===== src/rtl/saoc_defs.svh =====
// constants for the shunt amplifier overcurrent and auto-zero controller
`ifndef SAOC_DEFS_SVH
`define SAOC_DEFS_SVH
// ----------------------------------------
// register map (byte offsets)
// ----------------------------------------
`define SAOC_ADDR_CFG 8'h00
`define SAOC_ADDR_CTRL 8'h04
`define SAOC_ADDR_STAT 8'h08
`define SAOC_ADDR_CNT 8'h0C
// ----------------------------------------
// configuration word fields
// ----------------------------------------
`define SAOC_CFG_TRIG_LSB 0
`define SAOC_CFG_LATCH_BIT 2
`define SAOC_CFG_TRUNC_BIT 3
`define SAOC_CFG_GAIN_LSB 4
`define SAOC_CFG_GAINR_BIT 7
`define SAOC_CFG_DCCAL_BIT 8
`define SAOC_CFG_AZDIS_BIT 9
`define SAOC_CFG_AZSEL_LSB 10
`define SAOC_CFG_SINGLE_INPUT_PWM_MODE_BIT 12
`define SAOC_CFG_ALTREC_BIT 13
`define SAOC_CFG_BLANK_LSB 16
`define SAOC_CFG_RESET 32'h0000_0000
`define SAOC_CTRL_CLEAR_BIT 0
// ----------------------------------------
// status word fields
// ----------------------------------------
`define SAOC_ST_FAULT_BIT 0
`define SAOC_ST_SEEN_BIT 1
`define SAOC_ST_AZ_BIT 2
`define SAOC_ST_GAIN_LSB 4
`define SAOC_ST_TRUNC_BIT 7
// ----------------------------------------
// counts and times
// ----------------------------------------
`define SAOC_QUIET_PERIODS 3
`define SAOC_TARGET_A 8
`define SAOC_TARGET_B 16
`define SAOC_CLK_MHZ 40
`define SAOC_AZ_GAP_US 100
`define SAOC_AZ_NORM_US 200
`define SAOC_AZ_CAL_US 100
`define SAOC_AZ_LEN_US 2
`define SAOC_AZ_GAP_CYC (`SAOC_AZ_GAP_US * `SAOC_CLK_MHZ)
`define SAOC_AZ_NORM_CYC (`SAOC_AZ_NORM_US * `SAOC_CLK_MHZ)
`define SAOC_AZ_CAL_CYC (`SAOC_AZ_CAL_US * `SAOC_CLK_MHZ)
`define SAOC_AZ_LEN_CYC (`SAOC_AZ_LEN_US * `SAOC_CLK_MHZ)
`endif


===== src/rtl/saoc_pkg.sv =====
// types for the shunt amplifier overcurrent and auto-zero controller
package saoc_pkg;
  typedef enum logic [1:0] {
    SAOC_TRIG_NONE = 2'h0,
    SAOC_TRIG_EVERY = 2'h1,
    SAOC_TRIG_8 = 2'h2,
    SAOC_TRIG_16 = 2'h3
  } saoc_trig_t;
  typedef enum logic [1:0] {
    SAOC_AZ_OFF = 2'b00,
    SAOC_AZ_STARTUP = 2'b01,
    SAOC_AZ_WAIT = 2'b11,
    SAOC_AZ_RUN = 2'b10
  } saoc_az_t;
endpackage : saoc_pkg


===== src/rtl/saoc_az_if.sv =====
// auto-zero request and status between top and scheduler
`timescale 1ns/1ps
interface saoc_az_if;
  logic enable;
  logic cal_mode;
  logic startup;
  logic standby;
  logic [1:0] phase_sel;
  logic running;
  modport ctl(output enable, output cal_mode, output startup, output standby,
    output phase_sel, input running);
  modport sched(input enable, input cal_mode, input startup, input standby,
    input phase_sel, output running);
endinterface : saoc_az_if


===== src/rtl/saoc_az_sched.sv =====
// auto-zero scheduler: sync to high side rise, forced interval, start-up
`timescale 1ns/1ps
`include "saoc_defs.svh"
module saoc_az_sched #(
  parameter int GAP_CYC = `SAOC_AZ_GAP_CYC,
  parameter int NORM_CYC = `SAOC_AZ_NORM_CYC,
  parameter int CAL_CYC = `SAOC_AZ_CAL_CYC,
  parameter int LEN_CYC = `SAOC_AZ_LEN_CYC
) (
  input wire logic clock_in,
  input wire logic nrst_in,
  input wire logic [2:0] hs_rise_in,
  saoc_az_if.sched az
);
  saoc_pkg::saoc_az_t state;
  logic [15:0] timer;
  logic [15:0] limit;
  logic rise_sel;
  always_comb begin
    rise_sel = hs_rise_in[az.phase_sel > 2'd2 ? 2'd0 : az.phase_sel];
    limit = az.cal_mode ? 16'(CAL_CYC) : 16'(NORM_CYC);
  end
  always_ff @(posedge clock_in) begin
    if (!nrst_in) begin
      state <= saoc_pkg::SAOC_AZ_OFF;
      timer <= 16'h0000;
    end else if (!az.enable) begin
      state <= saoc_pkg::SAOC_AZ_OFF;
      timer <= 16'h0000;
    end else begin
      case (state)
        saoc_pkg::SAOC_AZ_OFF: begin
          state <= az.startup ? saoc_pkg::SAOC_AZ_STARTUP : saoc_pkg::SAOC_AZ_RUN;
          timer <= 16'h0000;
        end
        saoc_pkg::SAOC_AZ_STARTUP: begin
          if (!az.startup) begin
            state <= saoc_pkg::SAOC_AZ_WAIT;
            timer <= 16'h0000;
          end
        end
        saoc_pkg::SAOC_AZ_WAIT: begin
          timer <= timer + 16'h0001;
          // standby has no gate edges, so it runs on the interval alone
          if (az.startup ||
              (timer >= 16'(GAP_CYC) && rise_sel && !az.standby && !az.cal_mode) ||
              timer >= limit) begin
            state <= az.startup ? saoc_pkg::SAOC_AZ_STARTUP : saoc_pkg::SAOC_AZ_RUN;
            timer <= 16'h0000;
          end
        end
        saoc_pkg::SAOC_AZ_RUN: begin
          timer <= timer + 16'h0001;
          if (timer >= 16'(LEN_CYC - 1)) begin
            state <= saoc_pkg::SAOC_AZ_WAIT;
            timer <= 16'h0000;
          end
        end
        default: state <= saoc_pkg::SAOC_AZ_OFF;
      endcase
    end
  end
  assign az.running = az.enable &&
    (state == saoc_pkg::SAOC_AZ_RUN || state == saoc_pkg::SAOC_AZ_STARTUP);
endmodule : saoc_az_sched


===== src/rtl/saoc_blank.sv =====
// per-phase blanking timer started on each high side edge
`timescale 1ns/1ps
module saoc_blank (
  input wire logic clock_in,
  input wire logic nrst_in,
  input wire logic edge_in,
  input wire logic [7:0] blank_len_in,
  output logic active_out
);
  logic [7:0] cnt;
  always_ff @(posedge clock_in) begin
    if (!nrst_in) begin
      cnt <= 8'h00;
    end else if (edge_in) begin
      cnt <= blank_len_in;
    end else if (cnt != 8'h00) begin
      cnt <= cnt - 8'h01;
    end
  end
  assign active_out = edge_in || (cnt != 8'h00);
endmodule : saoc_blank


===== src/rtl/saoc_ctrl.sv =====
// overcurrent counting, fault latching, truncation, gain, dc cal, auto-zero
//
// What this block does
// - one overcurrent event counter per phase, bumped on that phase's event
// - trigger setting: no fault, every event, after 8, or after 16 events
// - fault and low fault_out_n once any counter reaches the target
// - counter clears after 3 quiet pwm cycles before reaching the target
// - latched counting mode: clear ignored until one whole fault-free pwm period
// - latched immediate mode: clear accepted only once overcurrent is gone
// - non-latched: clear any time, fault sets again if condition remains
// - status always records that an overcurrent fault happened
// - truncation forces all high side gates low until next pwm reset
// - single-input alternate recirculation truncates the recirculating side's opposite
// - any amplifier's event truncates all three phases
// - truncation triggers blanked after any high side edge, phases ORed
// - with truncation on, fault_out_n just shows a truncation occurred
// - gain_code 0..7 selects gains 4,8,12,16,20,24,32,64
// - gain_from_resistor uses the resistor step sampled once at start-up
// - dc_cal_enable shorts amplifier inputs while active with driver_enable high
// - auto-zero every 100 us during dc calibration instead of 200 us
// - auto-zero shorts inputs and holds amp_output; autozero_disable suppresses it
// - internal sync: start on first selected gate rise 100 us after last
// - auto-zero runs during charge pump start-up before active state
// - forced auto-zero when no gate rise within the force interval
// - auto-zero keeps running in standby
`timescale 1ns/1ps
`include "saoc_defs.svh"
module saoc_ctrl #(
  parameter int BLANK_W = 8,
  parameter int AZ_GAP_CYC = `SAOC_AZ_GAP_CYC,
  parameter int AZ_NORM_CYC = `SAOC_AZ_NORM_CYC,
  parameter int AZ_CAL_CYC = `SAOC_AZ_CAL_CYC,
  parameter int AZ_LEN_CYC = `SAOC_AZ_LEN_CYC
) (
  input wire logic clock_in,
  input wire logic nrst_in,
  input wire logic [7:0] addr_in,
  input wire logic [31:0] wdata_in,
  input wire logic wr_in,
  input wire logic rd_in,
  output logic [31:0] rdata_out,
  input wire logic [2:0] ocp_in,
  input wire logic [2:0] pwm_hs_in,
  input wire logic [2:0] pwm_ls_in,
  input wire logic pwm_reset_in,
  input wire logic driver_enable_in,
  input wire logic cp_uv_ok_in,
  input wire logic standby_in,
  input wire logic [2:0] resistor_step_in,
  input wire logic hs_recirc_in,
  output logic [2:0] high_side_gate_out,
  output logic [2:0] low_side_gate_out,
  output logic fault_out_n,
  output logic amp_short_out,
  output logic amp_hold_out,
  output logic [6:0] amp_gain_out
);
  // ----------------------------------------
  // input synchronisers
  // ----------------------------------------
  logic [13:0] sync1;
  logic [13:0] sync2;
  always_ff @(posedge clock_in) begin
    if (!nrst_in) begin
      sync1 <= 14'h0000;
      sync2 <= 14'h0000;
    end else begin
      sync1 <= {ocp_in, pwm_hs_in, pwm_ls_in, pwm_reset_in, driver_enable_in,
        cp_uv_ok_in, standby_in, hs_recirc_in};
      sync2 <= sync1;
    end
  end
  logic [2:0] ocp;
  logic [2:0] hs;
  logic [2:0] ls;
  logic pwm_rst;
  logic drv_en;
  logic cp_ok;
  logic stby;
  logic hs_recirc;
  assign {ocp, hs, ls, pwm_rst, drv_en, cp_ok, stby, hs_recirc} = sync2;
  // ----------------------------------------
  // registers
  // ----------------------------------------
  logic [31:0] cfg;
  logic [2:0] res_step;
  logic res_taken;
  saoc_pkg::saoc_trig_t trig;
  assign trig = saoc_pkg::saoc_trig_t'(cfg[`SAOC_CFG_TRIG_LSB +: 2]);
  wire latch_en = cfg[`SAOC_CFG_LATCH_BIT];
  wire trunc_en = cfg[`SAOC_CFG_TRUNC_BIT];
  wire gain_res = cfg[`SAOC_CFG_GAINR_BIT];
  wire dc_cal = cfg[`SAOC_CFG_DCCAL_BIT];
  wire autozero_disable = cfg[`SAOC_CFG_AZDIS_BIT];
  wire alt_mode = cfg[`SAOC_CFG_SINGLE_INPUT_PWM_MODE_BIT] & cfg[`SAOC_CFG_ALTREC_BIT];
  wire clear_req = wr_in && addr_in == `SAOC_ADDR_CTRL && wdata_in[`SAOC_CTRL_CLEAR_BIT];
  always_ff @(posedge clock_in) begin
    if (!nrst_in) begin
      cfg <= `SAOC_CFG_RESET;
    end else if (wr_in && addr_in == `SAOC_ADDR_CFG) begin
      cfg <= wdata_in;
    end
  end
  always_ff @(posedge clock_in) begin
    if (!nrst_in) begin
      res_step <= 3'h0;
      res_taken <= 1'b0;
    end else if (!res_taken) begin
      res_step <= resistor_step_in;
      res_taken <= 1'b1;
    end
  end
  function automatic logic [6:0] gain_of(input logic [2:0] code);
    case (code)
      3'h0: gain_of = 7'd4;
      3'h1: gain_of = 7'd8;
      3'h2: gain_of = 7'd12;
      3'h3: gain_of = 7'd16;
      3'h4: gain_of = 7'd20;
      3'h5: gain_of = 7'd24;
      3'h6: gain_of = 7'd32;
      default: gain_of = 7'd64;
    endcase
  endfunction : gain_of
  wire [2:0] gain_step = gain_res ? res_step : cfg[`SAOC_CFG_GAIN_LSB +: 3];
  // ----------------------------------------
  // blanking and edges
  // ----------------------------------------
  logic [2:0] hs_q;
  logic [2:0] blank;
  logic [2:0] hs_rise;
  always_ff @(posedge clock_in) begin
    if (!nrst_in) begin
      hs_q <= 3'h0;
    end else begin
      hs_q <= hs;
    end
  end
  assign hs_rise = hs & ~hs_q;
  genvar gi;
  generate
    for (gi = 0; gi < 3; gi++) begin : g_blank
      saoc_blank u_blank (
        .clock_in(clock_in),
        .nrst_in(nrst_in),
        .edge_in(hs[gi] ^ hs_q[gi]),
        .blank_len_in(cfg[`SAOC_CFG_BLANK_LSB +: 8]),
        .active_out(blank[gi])
      );
    end
  endgenerate
  // blanking ORed over phases; any amplifier
  wire trunc_trig = trunc_en && |ocp && !(|blank);
  // ----------------------------------------
  // event counters
  // ----------------------------------------
  logic [4:0] cnt [3];
  logic [1:0] quiet [3];
  logic [2:0] seen;
  wire [4:0] target = (trig == saoc_pkg::SAOC_TRIG_16) ? 5'(`SAOC_TARGET_B) :
    (trig == saoc_pkg::SAOC_TRIG_8) ? 5'(`SAOC_TARGET_A) : 5'd1;
  logic [2:0] hit;
  generate
    for (gi = 0; gi < 3; gi++) begin : g_cnt
      always_ff @(posedge clock_in) begin
        if (!nrst_in) begin
          cnt[gi] <= 5'd0;
          quiet[gi] <= 2'd0;
          seen[gi] <= 1'b0;
        end else begin
          if (ocp[gi] && !seen[gi]) begin
            seen[gi] <= 1'b1;
            if (cnt[gi] < target) begin
              cnt[gi] <= cnt[gi] + 5'd1;
            end
          end
          if (pwm_rst) begin
            seen[gi] <= 1'b0;
            if (cnt[gi] >= target) begin
              cnt[gi] <= 5'd0;
              quiet[gi] <= 2'd0;
            end else if (seen[gi] || ocp[gi]) begin
              quiet[gi] <= 2'd0;
            end else if (quiet[gi] == 2'(`SAOC_QUIET_PERIODS - 1)) begin
              quiet[gi] <= 2'd0;
              cnt[gi] <= 5'd0;
            end else begin
              quiet[gi] <= quiet[gi] + 2'd1;
            end
          end
        end
      end
      assign hit[gi] = cnt[gi] >= target;
    end
  endgenerate
  // ----------------------------------------
  // fault latch and clear
  // ----------------------------------------
  logic fault;
  logic fault_seen;
  logic trunc_seen;
  logic clean_period;
  logic period_ok;
  wire counting = trig == saoc_pkg::SAOC_TRIG_8 || trig == saoc_pkg::SAOC_TRIG_16;
  // truncation bypasses deglitch: fault marks truncation
  wire fault_set = (trig != saoc_pkg::SAOC_TRIG_NONE) &&
    (trunc_en ? trunc_trig : (counting ? |hit : |ocp));
  always_ff @(posedge clock_in) begin
    if (!nrst_in) begin
      clean_period <= 1'b1;
      period_ok <= 1'b0;
    end else if (pwm_rst) begin
      period_ok <= clean_period && !(|ocp);
      clean_period <= 1'b1;
    end else if (|ocp) begin
      clean_period <= 1'b0;
      period_ok <= 1'b0;
    end
  end
  wire clear_ok = !latch_en || (counting ? period_ok : !(|ocp));
  always_ff @(posedge clock_in) begin
    if (!nrst_in) begin
      fault <= 1'b0;
    end else if (fault_set) begin
      fault <= 1'b1;
    end else if (clear_req && clear_ok) begin
      fault <= 1'b0;
    end
  end
  // sticky records: fault_seen cleared by the same accepted clear, trunc_seen by any clear request
  always_ff @(posedge clock_in) begin
    if (!nrst_in) begin
      fault_seen <= 1'b0;
      trunc_seen <= 1'b0;
    end else begin
      if (fault_set) begin
        fault_seen <= 1'b1;
      end else if (clear_req && clear_ok) begin
        fault_seen <= 1'b0;
      end
      if (trunc_trig) begin
        trunc_seen <= 1'b1;
      end else if (clear_req) begin
        trunc_seen <= 1'b0;
      end
    end
  end
  // ----------------------------------------
  // truncation of gate outputs
  // ----------------------------------------
  logic trunc_hold;
  always_ff @(posedge clock_in) begin
    if (!nrst_in) begin
      trunc_hold <= 1'b0;
    end else if (pwm_rst) begin
      trunc_hold <= 1'b0;
    end else if (trunc_trig) begin
      trunc_hold <= 1'b1;
    end
  end
  wire cut = trunc_hold || trunc_trig;
  wire cut_ls = cut && alt_mode && hs_recirc;
  wire cut_hs = cut && !(alt_mode && hs_recirc);
  always_ff @(posedge clock_in) begin
    if (!nrst_in) begin
      high_side_gate_out <= 3'h0;
      low_side_gate_out <= 3'h0;
    end else begin
      high_side_gate_out <= cut_hs ? 3'h0 : hs;
      low_side_gate_out <= cut_ls ? 3'h0 : ls;
    end
  end
  // ----------------------------------------
  // auto-zero and amplifier control
  // ----------------------------------------
  saoc_az_if az_bus ();
  assign az_bus.enable = !autozero_disable && (drv_en || stby);
  assign az_bus.cal_mode = dc_cal && drv_en && cp_ok;
  assign az_bus.startup = drv_en && !cp_ok;
  assign az_bus.standby = stby;
  assign az_bus.phase_sel = cfg[`SAOC_CFG_AZSEL_LSB +: 2];
  saoc_az_sched #(
    .GAP_CYC(AZ_GAP_CYC),
    .NORM_CYC(AZ_NORM_CYC),
    .CAL_CYC(AZ_CAL_CYC),
    .LEN_CYC(AZ_LEN_CYC)
  ) u_az (
    .clock_in(clock_in),
    .nrst_in(nrst_in),
    .hs_rise_in(hs_rise),
    .az(az_bus.sched)
  );
  always_ff @(posedge clock_in) begin
    if (!nrst_in) begin
      amp_short_out <= 1'b0;
      amp_hold_out <= 1'b0;
      amp_gain_out <= 7'd4;
      fault_out_n <= 1'b1;
    end else begin
      amp_short_out <= az_bus.running || (dc_cal && drv_en && cp_ok);
      amp_hold_out <= az_bus.running;
      amp_gain_out <= gain_of(gain_step);
      fault_out_n <= !(fault || fault_set);
    end
  end
  // ----------------------------------------
  // read port
  // ----------------------------------------
  always_ff @(posedge clock_in) begin
    if (!nrst_in) begin
      rdata_out <= 32'h0000_0000;
    end else if (rd_in) begin
      case (addr_in)
        `SAOC_ADDR_CFG: rdata_out <= cfg;
        `SAOC_ADDR_STAT: rdata_out <= {24'h00_0000, trunc_seen, gain_step, 1'b0,
          az_bus.running, fault_seen, fault};
        `SAOC_ADDR_CNT: rdata_out <= {17'h0_0000, cnt[2], cnt[1], cnt[0]};
        default: rdata_out <= 32'h0000_0000;
      endcase
    end else begin
      rdata_out <= 32'h0000_0000;
    end
  end
  // ----------------------------------------
  // checks
  // ----------------------------------------
  property p_fault_pin;
    @(posedge clock_in) disable iff (!nrst_in) fault_set |=> !fault_out_n;
  endproperty
  a_fault_pin: assert property (p_fault_pin) else $error("fault pin not low");
  property p_trunc_hs;
    @(posedge clock_in) disable iff (!nrst_in)
      (trunc_trig && !alt_mode) |=> high_side_gate_out == 3'h0;
  endproperty
  a_trunc_hs: assert property (p_trunc_hs) else $error("high side not cut");
  property p_blank;
    @(posedge clock_in) disable iff (!nrst_in) (|blank) |-> !trunc_trig;
  endproperty
  a_blank: assert property (p_blank) else $error("trunc in blank");
  property p_seen;
    @(posedge clock_in) disable iff (!nrst_in) fault_set |=> fault_seen;
  endproperty
  a_seen: assert property (p_seen) else $error("fault not recorded");
  property p_latch_imm;
    @(posedge clock_in) disable iff (!nrst_in)
      (fault && latch_en && !counting && |ocp && clear_req) |=> fault;
  endproperty
  a_latch_imm: assert property (p_latch_imm) else $error("early clear");
  property p_latch_cnt;
    @(posedge clock_in) disable iff (!nrst_in)
      (fault && latch_en && counting && !period_ok && clear_req) |=> fault;
  endproperty
  a_latch_cnt: assert property (p_latch_cnt) else $error("early count clear");
  property p_gain;
    @(posedge clock_in) disable iff (!nrst_in)
      (!gain_res && cfg[`SAOC_CFG_GAIN_LSB +: 3] == 3'h7) ##1 $stable(cfg) |-> amp_gain_out == 7'd64;
  endproperty
  a_gain: assert property (p_gain) else $error("gain decode wrong");
  property p_azdis;
    @(posedge clock_in) disable iff (!nrst_in) autozero_disable |=> !amp_hold_out;
  endproperty
  a_azdis: assert property (p_azdis) else $error("auto-zero while disabled");
endmodule : saoc_ctrl


===== config.mk =====
export PLATFORM = sky130hd
export DESIGN_NAME = saoc_ctrl
export DESIGN_NICKNAME = d
export VERILOG_FILES = /design/src/rtl/saoc_pkg.sv /design/src/rtl/saoc_az_if.sv /design/src/rtl/saoc_az_sched.sv /design/src/rtl/saoc_blank.sv /design/src/rtl/saoc_ctrl.sv
export VERILOG_INCLUDE_DIRS = /design/src /design/src/rtl
export SDC_FILE = /design/constraint.sdc
export NUM_CORES = 1
export LEC_CHECK = 0
export BUFFER_PORTS_ARGS = -buffer_cell sky130_fd_sc_hd__buf_4
export CAP_MARGIN = 15
export CORE_MARGIN = 3
export CORE_UTILIZATION = 55
export CTS_CLUSTER_SIZE = 14
export DETAILED_ROUTE_END_ITERATION = 10
export PLACE_DENSITY = 0.77
export SETUP_SLACK_MARGIN = 0.15
export SLEW_MARGIN = 0
export SYNTH_ARGS = -nofsm -noshare
export SYNTH_HDL_FRONTEND = slang
export SYNTH_SLANG_ARGS = --single-unit

===== constraint.sdc =====
create_clock -name clock_in -period 3.06 [get_ports clock_in]
set_clock_uncertainty 0.05 [all_clocks]
set_input_delay 0.459 -clock clock_in [delete_from_list [all_inputs] [get_ports clock_in]]
set_output_delay 0.459 -clock clock_in [all_outputs]
set_load 0.02 [all_outputs]

Word level (Yosys, flattened, before mapping)
Memories as Yosys holds them, arrays and structs flattened.
Index checks and enable logic that the tools add are counted.
- $add $sub $neg: 10
- magnitude comparators: 11
- eq/ne operators: 20
- multiplexer cells: 131
- bitwise operators: 28
- reductions and logical operators: 72
- operator list (kind ; count):
    case mux 32 bit (3 select lines) ; 1
    two-way mux 1 bit ; 87
    case mux 16 bit (4 select lines) ; 1
    two-way mux 5 bit ; 10
    case mux 7 bit (7 select lines) ; 1
    two-way mux 16 bit ; 3
    two-way mux 8 bit ; 6
    two-way mux 2 bit ; 17
    nonzero test 8 bit ; 3
    subtractor 8 x 1 -> 8 bit, second input constant ; 3
    logical AND 1 bit ; 23
    bitwise OR 1 bit ; 21
    adder 16 x 1 -> 16 bit, second input constant ; 1
    == test 8 x 4 -> 1 bit, second input constant ; 2
    >= comparator 16 x 12 -> 1 bit, second input constant ; 1
    >= comparator 16 bit ; 1
    >= comparator 16 x 7 -> 1 bit, second input constant ; 1
    adder 5 x 1 -> 5 bit, second input constant ; 3
    >= comparator 5 bit ; 3
    logical OR 1 bit ; 15
    < comparator 5 bit ; 3
    == test 2 bit, second input constant ; 7
    nonzero test 2 bit ; 7
    two-way mux 13 bit ; 1
    27 further kinds ; 51
- flip-flop bits (word level): 165
- memory bits (writable): 21
- output and inout bits: 48
- word-level logic and storage cells: 300
- memories kept: 2
- memory list (memory ; depth ; bits a word ; rd ports ; clocked after Yosys merged registers in ; write ports ; RTL line ; RTL):
    cnt ; 3 ; 5 ; 3 ; 0 ; 3 ; saoc_ctrl.sv:157 ; logic [4:0] cnt [3];
    quiet ; 3 ; 2 ; 3 ; 0 ; 3 ; saoc_ctrl.sv:158 ; logic [1:0] quiet [3];

Longest topological paths before layout
Gate-level depths: netlist (run 1).
- word-level depth: 12
- depth in mapped cells: 9
- mapped depth without buffers: 8

Modules after synthesis
A second synthesis (run 1) with hierarchy kept.
- cells, all modules: 816
- area total of the unflattened synthesis: 8117.8 µm²
- modules (own cells, without submodules) (module ; times used ; cells each ; area an instance (µm²) ; seq. area each (µm²)):
    saoc_ctrl ; 1 ; 512 ; 5526.6 ; 3052.9
    saoc_blank ; 3 ; 56 ; 464.2 ; 160.2
    saoc_az_sched ; 1 ; 136 ; 1198.6 ; 360.3

Worst setup path before layout (run 1)
Ideal clock, no wire load.
- kind: reg-to-reg
- start point: reg cfg[1]
- end point: mem cnt[0][2], data pin
- setup time: 139 ps
- arrival time: 2340 ps
- data required time: 2871 ps
- setup slack: 531 ps
- stages on the path, launching flop included: 10
- clock period less this slack: 2529 ps
- cell sequence: dfxtp_1 -> clkbuf_1 -> inv_1 -> ha_1 -> or4b_1 -> a21oi_1 -> o21bai_1 -> o21ai_1 -> or3b_1 -> nor2_1
- RTL lines (element ; RTL line ; RTL):
    start, declared ; saoc_ctrl.sv:85 ; logic [31:0] cfg;
    start signal, assigned ; saoc_ctrl.sv:99 ; cfg <= `SAOC_CFG_RESET;
    start signal, assigned ; saoc_ctrl.sv:101 ; cfg <= wdata_in;
    end, declared ; saoc_ctrl.sv:157 ;

==> flow_summary.yaml, run 1 <==
synth:
  synthFlopType: "dfxtp_1"
  syn-instance-count: 853
  ys_warn_count: 0
  synth_edf_count: 21
  postSynthAreaPerCell_um2: 9.084
  yosys-top-cells-area: "dfxtp_1 (42%), edfxtp_1 (8.1%), nor2_1 (5.5%)"
  ys_types: 68
  ys_ff_latch: 184
  syn_area_mm2: 0.007749
  synth_area_leader_cell: "dfxtp_1"
  async_flop_share_pct: 0
  synth.yosys.seq_area_share_pct: 50.25
  synth_top_area_share_pct: 42.11
sta:
  fin_crit_sh_pct: 88.24
  hold_ws_ns: 0.1757
  finalSetupViolCount: 0
  fin_tns_setup_ns: 0
  rsz0062_at_grt: "no"
  slew_violations: 0
  final_hold_viol_count: 0
  relSlewSlack_pct: 52.02
  max_clock_freq_mhz: 370.3
  worstMarginPinSlew_ns: 0.7131
  timing.final.crit_period_ns: 2.700
power_and_ir_drop:
  power_leakage_nw: 3.791
  pwr_density_cell_mw_per_mm2: 623.6
  vdd_drop_max_uv: 396.9
clocking:
  cts-root-buf: "clkbuf_16"
  insertion_delay_ns: 0.44
  clock_sinks: 184
  hold_buffers: 0
  cts_max_level: 4
  cts_tree: "done"
  post_cts_buffers: 0
  postCtsResizedCells: 0
  cts_buffers: 17
  clkSlewWorstSetupHoldPaths_ns: 0.07
  cts.path.max_buffers: 2
placement:
  dpl.cell_count: 1110
  port_buffers: 106
  place_hpwl_mm: 12.68
  placed_area_mm2: 0.008697
  gp_congestion: 0.8741
final_layout:
  syn_to_final_growth_pct: 19.78
  final_core_util_pct: 68.72
  design_area_mm2: 0.009281
  layout_common_cells: "dfxtp_1 (163), buf_4 (121), nor2_1 (113)"
  layout.nets: 1043
  layout.cells.most_common: "dfxtp_1"
  antennaDiodeCount: 0
  drive_gt1_share_pct: 17.70
  final_cells: 1142
  fillCellCount: 1074
floorplan:
  io_pins: 109
  die_w_um: 124.7
  std_cell_rows: 42
  die_y_um: 124.7
  die_area_mm2: 0.01555
  initial_core_util_pct: 57.37
  core_area_mm2: 0.01351
worst_setup_path:
  required_ns: 3.30
  startpoint_type: "register"
  crit_type: "register to register"
  cpPeakStageDelay_ns: 0.51
  critPathSlowestCell: "or4b_1"
  critPathArrivalTime_ns: 2.94
  cp-end-kind: "register"
  critical_path.cell_chain: "inv_1 > ha_1 > or4b_1 > a21oi_1 > o21bai_1 > o21ai_1 > or3b_1 > nor2_1"
  cp_max_fo: 10
  cp_top_family: "simple AND/OR/NAND/NOR gates"
  path_buf_inv: 1
route:
  viasPerCell: 5.410
  drtIter0Drc: 631
  drc_errors: 0
  totalWireLength_mm: 18.00
  postRouteAntennaNets: 0
  dr.pass1.iters: 5
  vias: 6178
  routedWlPerCell_um: 15.76
global_routing:
  grt_use_total_pct: 23.34
  grt_pass1_wl_mm: 29.58
  grt_pass1_vias: 5856
  overflow: 0
  grt_max_degree: 35
  antenna_found_initial: 0
hold_path:
  hold_path_class: "primary input to register"
run_status:
  status: "completed"
job:
  max_cap_violations: 0
## cell families (layout without fill, tap and decap cells)
| group | count (synthesis) | after routing | share of synthesized area [%] |
|---|---|---|---|
| and+or+nand+nor | 368 | 368 | 23.35 |
| DFF | 184 | 184 | 50.25 |
| AOI/OAI and AO/OA | 147 | 147 | 12.14 |
| buffers and inverters | 80 | 192 | 4.263 |
| adders and majority gates | 29 | 29 | 4.683 |
| xor gates and xnor gates | 29 | 29 | 3.278 |
| muxes | 15 | 15 | 1.986 |
| other | 1 | 2 | 0.04840 |
## Yosys cell counts (4+ instances only)
cell        n
buf_4       4
and2_1     52
xor2_1     16
buf_2       6
inv_1      39
nor4_1      6
a21o_1      4
ha_1       29
nand2_1   100
or3_1       4
clkbuf_1   26
xnor2_1    13
nand3_1    23
mux2i_1    12
nor2_1    113
dfxtp_1   163
and3_1     14
nor3_1     13
o21ai_0    15
a22oi_1    16
a211oi_1   21
nor2b_1     5
nand2b_1    5
edfxtp_1   21
o31ai_1     4
nand4_1     9
buf_1       4
a21oi_1    57
## worst register-to-register path: stages, from the launching register on
cell,delay (ns)
dfxtp_1,0.49
inv_1,0.14
ha_1,0.30
or4b_1,0.51
a21oi_1,0.16
o21bai_1,0.12
o21ai_1,0.18
or3b_1,0.45
nor2_1,0.15
## per-stage QoR
| stage | total power (W) | worst slack [ns] |
|---|---|---|
| finish | 0.005788 | 0.3598 |
| global route | 0.006062 | 0.1953 |
| CTS | 0.005802 | 0.3840 |
| detailed placement | 0.003700 | 0.4282 |
| global placement | 0.003674 | 0.5091 |
| floorplan | 0.003470 | 0.5313 |
## cell type report
class	count	area [um2]	share of cell area (%)
sequential	184	3894	41.95
multi-input combinational	590	3528	38.02
timing repair buffer	121	908.4	9.787
clock buffer	17	425.4	4.583
tap	176	220.2	2.373
clock inverter	15	158.9	1.712
inverter	39	146.4	1.577
## worst paths after layout
path                                           from                              end  slack [ns]  cells past startpoint
worst min-delay path                   pwm_hs_in[1]              sync1[9]$_SDFF_PN0_        0.18                      2
worst max register to register  cfg[1]$_SDFFE_PN0P_          cnt[0][2]$_SDFFCE_PP0P_        0.36                      8
worst min register to register  sync2[5]$_SDFF_PN0_  low_side_gate_out[0]$_SDFF_PP0_        0.36                      2
worst max-delay path            cfg[1]$_SDFFE_PN0P_          cnt[0][2]$_SDFFCE_PP0P_        0.36                      8
## registers in the layout, summed over array words and instances (netlist names), 2 cells and up
signal and flops:
quiet 6, g_blank.u_blank.cnt 24, res_step 3, hs_q 3
u_az.state 2, sync2 14, amp_gain_out 5, high_side_gate_out 3
seen 3, rdata_out 32, cfg 32, low_side_gate_out 3
sync1 14, cnt 15, u_az.timer 16
## report_power, final
part | internal, W | switching, W
registers | 0.00260 | 0.000135
clock network | 0.00109 | 0.00104
logic | 0.000442 | 0.000485
total | 0.00413 | 0.00166
## metal layers
layer	track usage (%)	part of all wire, %
met1	32.89	46
met2	34.96	45
met3	4.931	7.0
met4	9.413	2.3
met5	0	0
Power figures use the tool's default switching activity.
==> inputs of run 2 (changes only) <==
==> constraint.sdc (replaced) <==
create_clock -name clock_in -period 3.2 [get_ports clock_in]
set_clock_uncertainty 0.05 [all_clocks]
set_input_delay 0.48 -clock clock_in [delete_from_list [all_inputs] [get_ports clock_in]]
set_output_delay 0.48 -clock clock_in [all_outputs]
set_load 0.02 [all_outputs]
==> flow_summary.yaml, run 2 (same netlist as run 1, synthesis figures left out) <==
run_status:
  status: "completed"
floorplan:
  core_area_mm2: 0.01351
  die_w_um: 124.7
  initial_core_util_pct: 57.37
  io_pins: 109
  die_y_um: 124.7
  die_area_mm2: 0.01555
  std_cell_rows: 42
final_layout:
  layout.cells.most_common: "dfxtp_1"
  antennaDiodeCount: 0
  seq_area_mm2: 0.003894
  reg_top3: "cfg x32, rdata_out x32, g_blank.u_blank.cnt x24"
  layout_common_cells: "dfxtp_1 (163), buf_4 (118), nor2_1 (113)"
  layout.nets: 1040
  fillCellCount: 1060
  design_area_mm2: 0.009304
  multi_input_area_mm2: 0.003528
  syn_to_final_growth_pct: 20.07
  drive_gt1_share_pct: 17.45
power_and_ir_drop:
  vdd_drop_max_uv: 384.2
  power_leakage_nw: 3.806
  pwr_density_cell_mw_per_mm2: 616.3
route:
  dr.pass1.iters: 5
  viasPerCell: 5.427
  routedWlPerCell_um: 15.61
  totalWireLength_mm: 17.78
  vias: 6181
  drc_errors: 0
  drtIter0Drc: 462
  postRouteAntennaNets: 0
placement:
  placed_area_mm2: 0.008675
  port_buffers: 106
  place_hpwl_mm: 12.47
  gp_congestion: 0.8872
worst_setup_path:
  crit_type: "register to register"
  r2r_start: "cfg[1]$_SDFFE_PN0P_"
  startpoint_type: "register"
  reg2reg_setup_slack_ns: 0.51
  reg2reg_to: "cnt[1][1]$_SDFFCE_PP0P_"
  ff2ff_path_depth: 8
  cp-end-kind: "register"
  required_ns: 3.44
  cp_max_fo: 10
  critPathArrivalTime_ns: 2.93
clocking:
  post_cts_buffers: 0
  hold_buffers: 0
  clock_sinks: 184
  cts_tree: "done"
  cts-root-buf: "clkbuf_16"
  cts.path.max_buffers: 2
  cts_buffers: 17
  clkSlewWorstSetupHoldPaths_ns: 0.07
  insertion_delay_ns: 0.44
  postCtsResizedCells: 0
  cts_max_level: 4
sta:
  max_clock_freq_mhz: 371.9
  finalSetupViolCount: 0
  worstMarginPinSlew_ns: 0.6729
  final_hold_viol_count: 0
  relSlewSlack_pct: 54.73
  timing.final.crit_period_ns: 2.689
  fin_tns_setup_ns: 0
  rsz0062_at_grt: "no"
  hold_ws_ns: 0.1563
  fin_crit_sh_pct: 84.03
  slew_violations: 0
global_routing:
  grt_pass1_vias: 5751
  grt_max_degree: 50
  grt_pass1_wl_mm: 28.80
  overflow: 0
  antenna_found_initial: 0
  grt_use_total_pct: 22.87
hold_path:
  min_path_cells: 1
  hold_end: "res_taken$_DFF_P_"
  hold_path_class: "primary input to register"
  hold_start: "nrst_in"
job:
  max_cap_violations: 0
[run 2: area by class of cell]
class                           instances  area share (%)
Clock buffer                           18           4.841
Clock inverter                         14           1.923
Inverter                               39           1.573
Multi-Input combinational cell        590           37.92
Sequential cell                       184           41.85
Tap cell                              176           2.367
Timing Repair Buffer                  118           9.521
[run 2: power breakdown]
group / switching, W / internal (W) / total [W]
clock network: 0.000935 / 0.00130 / 0.00223
logic: 0.000466 / 0.000422 / 0.000888
registers: 0.000128 / 0.00249 / 0.00262
total: 0.00153 / 0.00421 / 0.00573
[run 2: worst max path at each step]
| stage | to | start | cells after the start |
|---|---|---|---|
| after floorplan | cnt[0][2]$_SDFFCE_PP0P_ | cfg[1]$_SDFFE_PN0P_ | 9 |
| after global placement | cnt[1][4]$_SDFFCE_PP0P_ | cfg[1]$_SDFFE_PN0P_ | 8 |
| after detailed placement | cfg[26]$_SDFFE_PN0P_ | addr_in[7] | 8 |
| after CTS | cnt[1][1]$_SDFFCE_PP0P_ | cfg[1]$_SDFFE_PN0P_ | 8 |
| after global routing | low_side_gate_out[2]$_SDFF_PP0_ | hs_q[1]$_SDFF_PN0_ | 7 |
| final | cnt[1][1]$_SDFFCE_PP0P_ | cfg[1]$_SDFFE_PN0P_ | 8 |
[run 2: metrics by stage]
stage | setup WS (ns) | cells | total power [W] | utilization [%]
after floorplan | 0.6713 | 854 | 0.003318 | -
after global placement | 0.5872 | 1107 | 0.003512 | 64.23
after detailed placement | 0.5507 | 1107 | 0.003534 | 64.23
after CTS | 0.5374 | 1139 | 0.005753 | 68.89
after global routing | 0.3259 | 1139 | 0.005987 | 68.89
final | 0.5112 | 1139 | 0.005734 | 68.89
[run 2: routing by layer]
layer | track usage, % | wire [um] | up-vias
li1 | - | - | 3101
met1 | 32.42 | 8458 | 2888
met2 | 34.96 | 8119 | 172
met3 | 5.103 | 951 | 20
met4 | 7.028 | 253 | 0
met5 | 0 | 0 | -
[run 2: critical path, cell delays in order, from the launching register on]
cell,delay [ns]
dfxtp_1,0.52
inv_1,0.08
ha_1,0.29
or4b_1,0.47
a21oi_1,0.17
o21bai_1,0.14
o21ai_1,0.27
or3b_4,0.45
nor2_1,0.11
